File: config.mk
export PLATFORM = sky130hd
export DESIGN_NAME = gpio_port
export DESIGN_NICKNAME = d
export VERILOG_FILES = /design/src/verilog/gpio_port.v
export VERILOG_INCLUDE_DIRS = /design/src /design/src/verilog
export SDC_FILE = /design/constraint.sdc
export NUM_CORES = 1
export LEC_CHECK = 0
export BUFFER_PORTS_ARGS = -buffer_cell sky130_fd_sc_hd__buf_2
export CORE_MARGIN = 2
export CORE_UTILIZATION = 56
export DETAILED_ROUTE_END_ITERATION = 7
export MAX_ROUTING_LAYER = met4
export PLACE_DENSITY = 0.77
export RECOVER_POWER = 50
export SKIP_LAST_GASP = 1
export SLEW_MARGIN = 30
export SYNTH_ARGS = -nofsm -noshare
export SYNTH_HDL_FRONTEND = slang
export SYNTH_SLANG_ARGS = --single-unit
File: constraint.sdc
create_clock -name CORE_CLK -period 8.76 [get_ports CORE_CLK]
set_input_delay 1.752 -clock CORE_CLK [delete_from_list [all_inputs] [get_ports CORE_CLK]]
set_output_delay 1.752 -clock CORE_CLK [all_outputs]
set_load 0.02 [all_outputs]
File: src/verilog/gpio_port_regs.vh
// Register offsets, reset values and field constants of the pin port
`ifndef GPIO_PORT_REGS_VH
`define GPIO_PORT_REGS_VH
`define OFS_PORT_PIN_VALUE 12'h000
`define OFS_PIN_DIRECTION 12'h004
`define OFS_PAD_PULL_CONFIG 12'h008
`define OFS_IRQ_SENSE_SELECT 12'h00c
`define OFS_IRQ_DUAL_EDGE_SELECT 12'h010
`define OFS_IRQ_POLARITY_SELECT 12'h014
`define OFS_IRQ_PIN_ENABLE 12'h018
`define OFS_IRQ_RAW_FLAGS 12'h01c
`define OFS_IRQ_FLAG_CLEAR 12'h020
`define OFS_PORT_CONTROL 12'h030
`define RST_PORT_PIN_VALUE 16'h0000
`define RST_PIN_DIRECTION 16'h0000
`define RST_PAD_PULL_CONFIG 32'haaaaaaaa
`define RST_IRQ_REG 16'h0000
`define PULL_UP 2'h0
`define PULL_DOWN 2'h1
`define PULL_NONE 2'h2
`define PULL_REPEAT 2'h3
`define CTRL_MIC_SEL_BIT 0
`define INPUT_ONLY_PIN 14
`define MIC_PIN_P 7
`define MIC_PIN_N 8
`endif

File: src/verilog/gpio_port.v
// Sixteen-pin general purpose port with pad pulls and pin interrupts
//
// Summary of operation
// - Port value reads synchronised pin levels; writes set output levels.
// - Direction bit 0 input, 1 output; all pins inputs after reset.
// - An enabled peripheral function sets its pin direction itself.
// - Pull field 00 up, 01 down, 10 none, 11 repeater.
// - Pull config register resets to 0xaaaaaaaa, every field no-pull.
// - Repeater pulls toward the level the pin currently reads.
// - Repeater retention need not survive deepest power-down.
// - Microphone select takes pins 7 and 8; software clears it first.
// - Sense bit 0 edge-sensitive, 1 level-sensitive interrupt.
// - Dual-edge bit 1 triggers on both edges; else polarity decides.
// - Polarity 0 rising or high, 1 falling or low.
// - Interrupt forwarded only while enable bit is 1; enables reset 0.
// - Raw flags show triggers regardless of enable; request needs enable.
// - Writing 1 to clear register clears that raw flag, unless a trigger sets it in the same cycle.
//
// Design decision made here: the APB register port.
`timescale 1ns/1ps
`include "gpio_port_regs.vh"
module gpio_port #(
   parameter PINS = 16,
   parameter INPUT_ONLY_MASK = 16'h4000,
   parameter MIC_PIN_MASK = 16'h0180
) (
   input wire CORE_CLK,
   input wire RST_N,
   input wire PSEL,
   input wire PENABLE,
   input wire PWRITE,
   input wire [11:0] PADDR,
   input wire [31:0] PWDATA,
   output wire [31:0] PRDATA,
   output wire PREADY,
   output wire PSLVERR,
   input wire [15:0] PIN_IN,
   output wire [15:0] PIN_OUT,
   output wire [15:0] PIN_OE_N,
   output wire [15:0] PULL_UP_EN,
   output wire [15:0] PULL_DOWN_EN,
   output wire [15:0] MIC_ANALOG_EN,
   input wire [15:0] PERIPH_OWN,
   input wire [15:0] PERIPH_DIR_OUT,
   input wire [15:0] PERIPH_OUT,
   output wire PORT_IRQ
);
   reg rst_meta_reg;
   reg rst_sync_reg;
   wire rst_n;
   reg [15:0] pin_meta_reg;
   reg [15:0] pin_sync_reg;
   reg [15:0] pin_prev_reg;
   reg [15:0] port_pin_value_reg;
   reg [15:0] pin_direction_reg;
   reg [31:0] pad_pull_config_reg;
   reg [15:0] irq_sense_select_reg;
   reg [15:0] irq_dual_edge_select_reg;
   reg [15:0] irq_polarity_select_reg;
   reg [15:0] irq_pin_enable_reg;
   reg [15:0] irq_raw_flags_reg;
   reg [15:0] irq_raw_flags_next;
   reg microphone_input_select_reg;
   reg [31:0] prdata_reg;
   reg [31:0] prdata_next;
   reg [15:0] trig;
   reg [15:0] dir_eff;
   reg [15:0] pu;
   reg [15:0] pd;
   reg [1:0] fld;
   integer i;
   integer j;
   wire wr_en;
   wire rd_en;
   wire [15:0] mic_mask;

   function addr_hit;
      input [11:0] a;
      input [11:0] ofs;
      begin
         addr_hit = (a == ofs);
      end
   endfunction

   // Reset release through two flip-flops
   always @(posedge CORE_CLK or negedge RST_N) begin
      if (!RST_N) begin
         rst_meta_reg <= 1'b0;
         rst_sync_reg <= 1'b0;
      end else begin
         rst_meta_reg <= 1'b1;
         rst_sync_reg <= rst_meta_reg;
      end
   end
   assign rst_n = rst_sync_reg;

   assign wr_en = PSEL & PENABLE & PWRITE;
   assign rd_en = PSEL & ~PENABLE & ~PWRITE;
   assign PREADY = 1'b1;
   assign PSLVERR = 1'b0;
   assign PRDATA = prdata_reg;

   // Pin synchroniser and previous sample for edges
   always @(posedge CORE_CLK or negedge rst_n) begin
      if (!rst_n) begin
         pin_meta_reg <= 16'h0000;
         pin_sync_reg <= 16'h0000;
         pin_prev_reg <= 16'h0000;
      end else begin
         pin_meta_reg <= PIN_IN;
         pin_sync_reg <= pin_meta_reg;
         pin_prev_reg <= pin_sync_reg;
      end
   end

   // Register writes
   always @(posedge CORE_CLK or negedge rst_n) begin
      if (!rst_n) begin
         port_pin_value_reg <= `RST_PORT_PIN_VALUE;
         pin_direction_reg <= `RST_PIN_DIRECTION;
         pad_pull_config_reg <= `RST_PAD_PULL_CONFIG;
         irq_sense_select_reg <= `RST_IRQ_REG;
         irq_dual_edge_select_reg <= `RST_IRQ_REG;
         irq_polarity_select_reg <= `RST_IRQ_REG;
         irq_pin_enable_reg <= `RST_IRQ_REG;
         microphone_input_select_reg <= 1'b0;
      end else if (wr_en) begin
         if (addr_hit(PADDR, `OFS_PORT_PIN_VALUE))
            port_pin_value_reg <= PWDATA[15:0];
         if (addr_hit(PADDR, `OFS_PIN_DIRECTION))
            pin_direction_reg <= PWDATA[15:0];
         if (addr_hit(PADDR, `OFS_PAD_PULL_CONFIG))
            pad_pull_config_reg <= PWDATA;
         if (addr_hit(PADDR, `OFS_IRQ_SENSE_SELECT))
            irq_sense_select_reg <= PWDATA[15:0];
         if (addr_hit(PADDR, `OFS_IRQ_DUAL_EDGE_SELECT))
            irq_dual_edge_select_reg <= PWDATA[15:0];
         if (addr_hit(PADDR, `OFS_IRQ_POLARITY_SELECT))
            irq_polarity_select_reg <= PWDATA[15:0];
         if (addr_hit(PADDR, `OFS_IRQ_PIN_ENABLE))
            irq_pin_enable_reg <= PWDATA[15:0];
         if (addr_hit(PADDR, `OFS_PORT_CONTROL))
            microphone_input_select_reg <= PWDATA[`CTRL_MIC_SEL_BIT];
      end
   end

   // Trigger detection per pin
   always @* begin
      for (i = 0; i < PINS; i = i + 1) begin
         if (irq_sense_select_reg[i])
            trig[i] = pin_sync_reg[i] ^ irq_polarity_select_reg[i];
         else if (irq_dual_edge_select_reg[i])
            trig[i] = pin_sync_reg[i] ^ pin_prev_reg[i];
         else if (irq_polarity_select_reg[i])
            trig[i] = pin_prev_reg[i] & ~pin_sync_reg[i];
         else
            trig[i] = ~pin_prev_reg[i] & pin_sync_reg[i];
      end
   end

   // Raw flags: set wins over clear; level mode re-sets each cycle
   always @* begin
      irq_raw_flags_next = irq_raw_flags_reg;
      if (wr_en && addr_hit(PADDR, `OFS_IRQ_FLAG_CLEAR))
         irq_raw_flags_next = irq_raw_flags_reg & ~PWDATA[15:0];
      irq_raw_flags_next = irq_raw_flags_next | trig;
   end

   always @(posedge CORE_CLK or negedge rst_n) begin
      if (!rst_n)
         irq_raw_flags_reg <= `RST_IRQ_REG;
      else
         irq_raw_flags_reg <= irq_raw_flags_next;
   end

   assign PORT_IRQ = |(irq_raw_flags_reg & irq_pin_enable_reg);

   // Read data captured in the setup cycle
   always @* begin
      prdata_next = 32'h00000000;
      case (PADDR)
         `OFS_PORT_PIN_VALUE: prdata_next[15:0] = pin_sync_reg;
         `OFS_PIN_DIRECTION: prdata_next[15:0] = pin_direction_reg;
         `OFS_PAD_PULL_CONFIG: prdata_next = pad_pull_config_reg;
         `OFS_IRQ_SENSE_SELECT: prdata_next[15:0] = irq_sense_select_reg;
         `OFS_IRQ_DUAL_EDGE_SELECT: begin
            prdata_next[15:0] = irq_dual_edge_select_reg;
         end
         `OFS_IRQ_POLARITY_SELECT: begin
            prdata_next[15:0] = irq_polarity_select_reg;
         end
         `OFS_IRQ_PIN_ENABLE: prdata_next[15:0] = irq_pin_enable_reg;
         `OFS_IRQ_RAW_FLAGS: prdata_next[15:0] = irq_raw_flags_reg;
         `OFS_PORT_CONTROL: begin
            prdata_next[`CTRL_MIC_SEL_BIT] = microphone_input_select_reg;
         end
         default: prdata_next = 32'h00000000;
      endcase
   end

   always @(posedge CORE_CLK or negedge rst_n) begin
      if (!rst_n)
         prdata_reg <= 32'h00000000;
      else if (rd_en)
         prdata_reg <= prdata_next;
   end

   // Pin drive: peripheral overrides, microphone takeover, input-only pin
   assign mic_mask = microphone_input_select_reg ? MIC_PIN_MASK : 16'h0000;
   assign MIC_ANALOG_EN = mic_mask;

   always @* begin
      dir_eff = (PERIPH_OWN & PERIPH_DIR_OUT) |
                (~PERIPH_OWN & pin_direction_reg);
      dir_eff = dir_eff & ~mic_mask & ~INPUT_ONLY_MASK;
   end

   assign PIN_OE_N = ~dir_eff;
   assign PIN_OUT = (PERIPH_OWN & PERIPH_OUT) |
                    (~PERIPH_OWN & port_pin_value_reg);

   // Pad pull selection
   always @* begin
      fld = 2'b00;
      for (j = 0; j < PINS; j = j + 1) begin
         fld = pad_pull_config_reg[2*j +: 2];
         case (fld)
            `PULL_UP: begin
               pu[j] = 1'b1;
               pd[j] = 1'b0;
            end
            `PULL_DOWN: begin
               pu[j] = 1'b0;
               pd[j] = 1'b1;
            end
            `PULL_REPEAT: begin
               // Kept level lives in reset flops, lost on power-down
               pu[j] = pin_sync_reg[j];
               pd[j] = ~pin_sync_reg[j];
            end
            default: begin
               pu[j] = 1'b0;
               pd[j] = 1'b0;
            end
         endcase
      end
   end

   assign PULL_UP_EN = pu & ~mic_mask;
   assign PULL_DOWN_EN = pd & ~mic_mask;
endmodule

# After elaboration in Yosys (flattened, before gate mapping)

Index checks and enable logic that the tools add are counted.

Word-level logic and storage cells: 286
Input port bits: 113
Register bits after elaboration: 227
Output and inout port bits: 115

Reduce and logical (&&, ||, !) cells: 27
Equality and inequality tests: 41
Multiplexer cells: 85
Bitwise logic cells: 118

Operators with widths:

| kind                | number |
|---|---|
| $and 16x16->16      | 9 |
| $pmux 15 s8         | 1 |
| $pmux 1 s2          | 32 |
| $eq 12x5->1 const B | 4 |
| $mux 1              | 48 |
| $not 16->16         | 3 |
| $or 16x16->16       | 3 |
| $and 1x1->1         | 36 |
| $not 1->1           | 34 |
| $eq 2x1->1 const B  | 16 |
| $eq 2x2->1 const B  | 16 |
| $logic_not 2->1     | 16 |
| $mux 16             | 2 |
| $xor 1x1->1         | 32 |
| $eq 12x4->1 const B | 2 |
| $eq 12x6->1 const B | 2 |
| $not 9->16          | 1 |
| $reduce_and 2->1    | 8 |
| $reduce_or 16->1    | 1 |
| $eq 12x3->1 const B | 1 |
| $logic_not 12->1    | 1 |
| $mux 9              | 1 |
| $pmux 1 s9          | 1 |
| $logic_and 1x1->1   | 1 |

# Logic depth before layout (Yosys ltp)

Word-level depth: 6
Mapped depth: 7
Gate-level depth less buffers: 6

# Least setup slack after synthesis

Ideal clock, no wire load.

Path kind: input port to output port
From: input port PERIPH_OWN[7]
To: output port PIN_OE_N[7]
Slack: 4.842 ns
Required time: 7.008 ns
Arrival: 2.166 ns
Stages on the path: 2
Path through: mux2i_1 -> or2_2

Longest elaborated chain between the ends: 5
Elaborated cells between the ends (all ways): 6
Those cells by class: 6 x bitwise

RTL lines:

| item               | RTL line        | RTL |
|---|---|---|
| start: declaration | gpio_port.v:43  | `input wire [15:0] PERIPH_OWN,` |
| $not 16->16        | gpio_port.v:214 | `(~PERIPH_OWN & pin_direction_reg);` |
| $and 16x16->16     | gpio_port.v:214 |  |
| $or 16x16->16 (*)  | gpio_port.v:213 | `dir_eff = (PERIPH_OWN & PERIPH_DIR_OUT) \|` |
| $and 16x16->16 (*) | gpio_port.v:215 | `dir_eff = dir_eff & ~mic_mask & ~INPUT_ONLY_MASK;` |
| $not 16->16 (*)    | gpio_port.v:218 | `assign PIN_OE_N = ~dir_eff;` |
| end: declaration   | gpio_port.v:39  | `output wire [15:0] PIN_OE_N,` |

Mark *: on every way between the ends. The rest lies on a longest branch, timed or not.

==> flow_metrics.env <==
export IMPL_comb_power_share_pct=6.6
export IMPL_grt_pass1_vias=8084
export IMPL_drt_iter0_drc=544
export IMPL_violations="max-capacitance violations, max-slew violations"
export IMPL_path_cells="clkbuf_1 > buf_4"
export IMPL_start_util_pct=57.3
export IMPL_grt_start_max_net_pins=79
export IMPL_p_leak_nw=7.05
export IMPL_ant_nets=0
export IMPL_synth_warnings=0
export IMPL_pwr_density_cell_nw_per_um2=169
export IMPL_critPathLaunchType="flop"
export IMPL_post_cts_setup_buffers=0
export IMPL_syn_cell_area_um2=11600
export IMPL_gp_congestion=0.847
export IMPL_p_int_w=0.00180
export IMPL_fin_setup_tns_ps=0
export IMPL_drt_first_pass_iters=5
export IMPL_cts_root_buffer="clkbuf_16"
export IMPL_netlist_instances=901
export IMPL_maxCapViolations=2
export IMPL_n_fill_cell=1500
export IMPL_cts_buffers=26
export IMPL_ir_worst_vdd_uv=150
export IMPL_fin_crit_ps=4330
export IMPL_ctsResizeCount=0
export IMPL_hold_viol=0
export IMPL_drive_above_1_share_pct=40.8
export IMPL_worstPathArrival_ps=4880
export IMPL_cp_num_buf_inv=2
export IMPL_design_core_area_um2=20300
export IMPL_synth_distinct_cells=49
export IMPL_io_pins=228
export IMPL_period_share_pct=49.4
export IMPL_p_seq_share_pct=46.0
export IMPL_tightest_slew_ps=4090
export IMPL_die_w_um=148
export IMPL_hold_class="reg2async"
export IMPL_crit_fanout=77
export IMPL_yosysSeqAreaShare_pct=49.0
export IMPL_cts_sink_count=227
export IMPL_num_vias=8094
export IMPL_finalClockSkew_ps=13.0
export IMPL_clkPwrFrac_pct=47.3
export IMPL_synth_area_per_cell_um2=12.9
export IMPL_syn_to_final_growth_pct=18.5
export IMPL_netlist_top_cells_area="dfrtp_1, mux2_2, ha_1"
export IMPL_slowest_delay_ps=2860
export IMPL_finalSetupViolations=0
export IMPL_fmax_mhz=231
export IMPL_cts_hold_buffers=0
export IMPL_synth_top_area_share_pct=45.4
export IMPL_grt_pass1_wl_um=43000
export IMPL_synth_edf_count=0
export IMPL_viasPerCell=5.74
export IMPL_die_area_um2=21900
export IMPL_endpoint_kind="asynchronous set/reset pin"
export IMPL_report_final_slew_viol_count=157
export IMPL_antenna_found_initial=2
export IMPL_ys_async_sr_fraction_pct=100
export IMPL_rows=52
export IMPL_htree_levels=1
export IMPL_crit_family="buffers and inverters"
export IMPL_power_switching_w=0.000537
export IMPL_switching_share_pct=23.0
export IMPL_path_class="reg2async"
export IMPL_cts_clk_slew_worst_paths_ps=60
export IMPL_slowest_stage="clkbuf_1"
export IMPL_cts_tree="yes"
export IMPL_synth_ff_type="dfrtp_1"
export IMPL_grt_usage_pct=25.7
export IMPL_die_h_um=148
export IMPL_cp_required_ps=9310
export IMPL_dpl_hpwl_um=18700
export IMPL_status="finished with violations"
export IMPL_p_total_w=0.00233
export IMPL_port_buffers=209
export IMPL_insertion_delay_ps=530
export IMPL_grt_overflow=0
export IMPL_relSlewSlack_pct=-173
export IMPL_nets=1312
export IMPL_route_detailed_drc=0
export IMPL_synth_top_cell_by_area="dfrtp_1"
export IMPL_wl_per_cell_um=19.4
export IMPL_clock_path_buffers=3
export IMPL_ys_ff_latch=227
export IMPL_rsz0062_at_grt="false"
export IMPL_wirelength_um=27300
-- per-stage QoR --
step / hold slack [ps] / cell area [um^2] / worst slack (ps) / util (%) / std cells
finish: 91.9 / 13800 / 4430 / 67.9 / 1409
global route: 96.4 / 13800 / 3530 / 67.9 / 1409
CTS: 100 / 13800 / 4610 / 67.8 / 1407
detailed placement: 101 / 12900 / 4280 / 63.4 / 1360
global placement: 100 / 12900 / 4300 / 63.4 / 1360
floorplan: 331 / 11700 / 1990 / - / 917
-- worst paths after layout --
check / startpoint / cells after the start / slack (ps) / endpoint
max reg2reg: rst_n$_DFF_PN0_ / 2 / 4430 / irq_dual_edge_select_reg[3]$_DFFE_PN0P_
max in group CORE_CLK: PERIPH_OWN[7] / 4 / 4620 / PIN_OE_N[7]
min in group CORE_CLK: pin_meta_reg[8]$_DFF_PN0_ / 0 / 340 / pin_sync_reg[8]$_DFF_PN0_
min: rst_n$_DFF_PN0_ / 0 / 90 / port_pin_value_reg[1]$_DFFE_PN0P_
max: rst_n$_DFF_PN0_ / 2 / 4430 / irq_dual_edge_select_reg[3]$_DFFE_PN0P_
min reg2reg: rst_n$_DFF_PN0_ / 0 / 90 / port_pin_value_reg[1]$_DFFE_PN0P_
-- layout make-up --
| cell class | instances | area (um^2) | area share (%) |
|---|---|---|---|
| sequential | 227 | 5700 | 41.4 |
| tap | 270 | 338 | 2.45 |
| clock buffer | 34 | 732 | 5.31 |
| timing repair buffer | 221 | 1150 | 8.33 |
| clock inverter | 13 | 149 | 1.08 |
| antenna | 1 | 2.50 | 0.0182 |
| inverter | 65 | 244 | 1.77 |
| multi-input combinational | 578 | 5460 | 39.6 |
-- cell usage in the layout (no fill, tap or decap), types with 2 or more instances in the layout --
cell type   count
dfstp_2        16
bufinv_16       3
nor3_2          2
nor2_2          2
clkinvlp_4      2
clkbuf_16      27
conb_1         18
clkinv_2        7
a21oi_1        21
clkbuf_1        7
a221oi_1        8
nand2_1        39
ha_1           80
mux2_1          3
nand3_1         9
xor2_1         16
or4_4           2
a211oi_1       33
o221ai_1        3
nor2b_1        18
inv_1          65
nor4_4          5
nor2_1         22
a21o_1         14
o21ai_0        18
a221o_1        16
nor3_1          6
nand4_1         3
clkbuf_8        3
buf_4           9
or2_2           3
dfrtp_1       210
a22oi_1         4
mux2i_1        32
a22o_1         21
mux4_2         20
mux2_4         10
buf_2         208
mux2_2        139
-- routing by layer --
metal	vias to the layer above	track usage [%]	wire, um
li1	3666	-	-
met1	4075	35.0	11700
met2	299	41.1	13300
met3	54	2.98	1590
met4	0	7.71	682
met5	-	-	0
-- synth_stat cells, types with 2 or more instances --
cell type  instances
xor2_1            16
nor2_1            23
nor3_2             2
buf_1              4
nand4_1            3
mux2_2           139
nand3_1            9
a21oi_1           21
a211oi_1          33
a221o_1           16
a21o_1            14
dfrtp_1          211
nor2b_1           18
ha_1              80
a22oi_1            4
or2_2              3
or4_4              2
nand2_1           39
inv_1             65
dfstp_2           16
o21ai_0           18
buf_2              9
buf_4             21
conb_1             2
clkbuf_1          11
mux2_4            10
nor4_4             4
a221oi_1           8
mux2i_1           32
mux2_1             3
mux4_2            20
o221ai_1           3
nor3_1             6
a22o_1            21
-- worst register-to-register path, cell delays in order (launching register included) --
cell and delay, ps:
dfrtp_4 430, clkbuf_1 2860, buf_4 1040
-- power groups by stage --
stage	logic, W	clock network (W)	registers, W
after floorplan	0.0000847	0	0.00110
after detailed placement	0.000156	0	0.00109
after CTS	0.000157	0.00112	0.00107
after global placement	0.000153	0	0.00109
after global routing	0.000172	0.00117	0.00108
final	0.000155	0.00111	0.00107
-- kinds of logic (layout without fill, tap and decap cells) --
group,count (synthesis),after routing,share of synthesized area (%)
AO/OA/AOI/OAI,142,142,9.01
XOR/XNOR,16,16,1.21
adder cells (fa/ha/maj),80,80,8.61
buffers and inverters,112,333,4.60
flip-flops,227,227,49.0
multiplexers,204,204,21.7
other,2,19,0.0646
AND/OR/NAND/NOR,118,118,5.80
(Power assumes the default switching activity.)
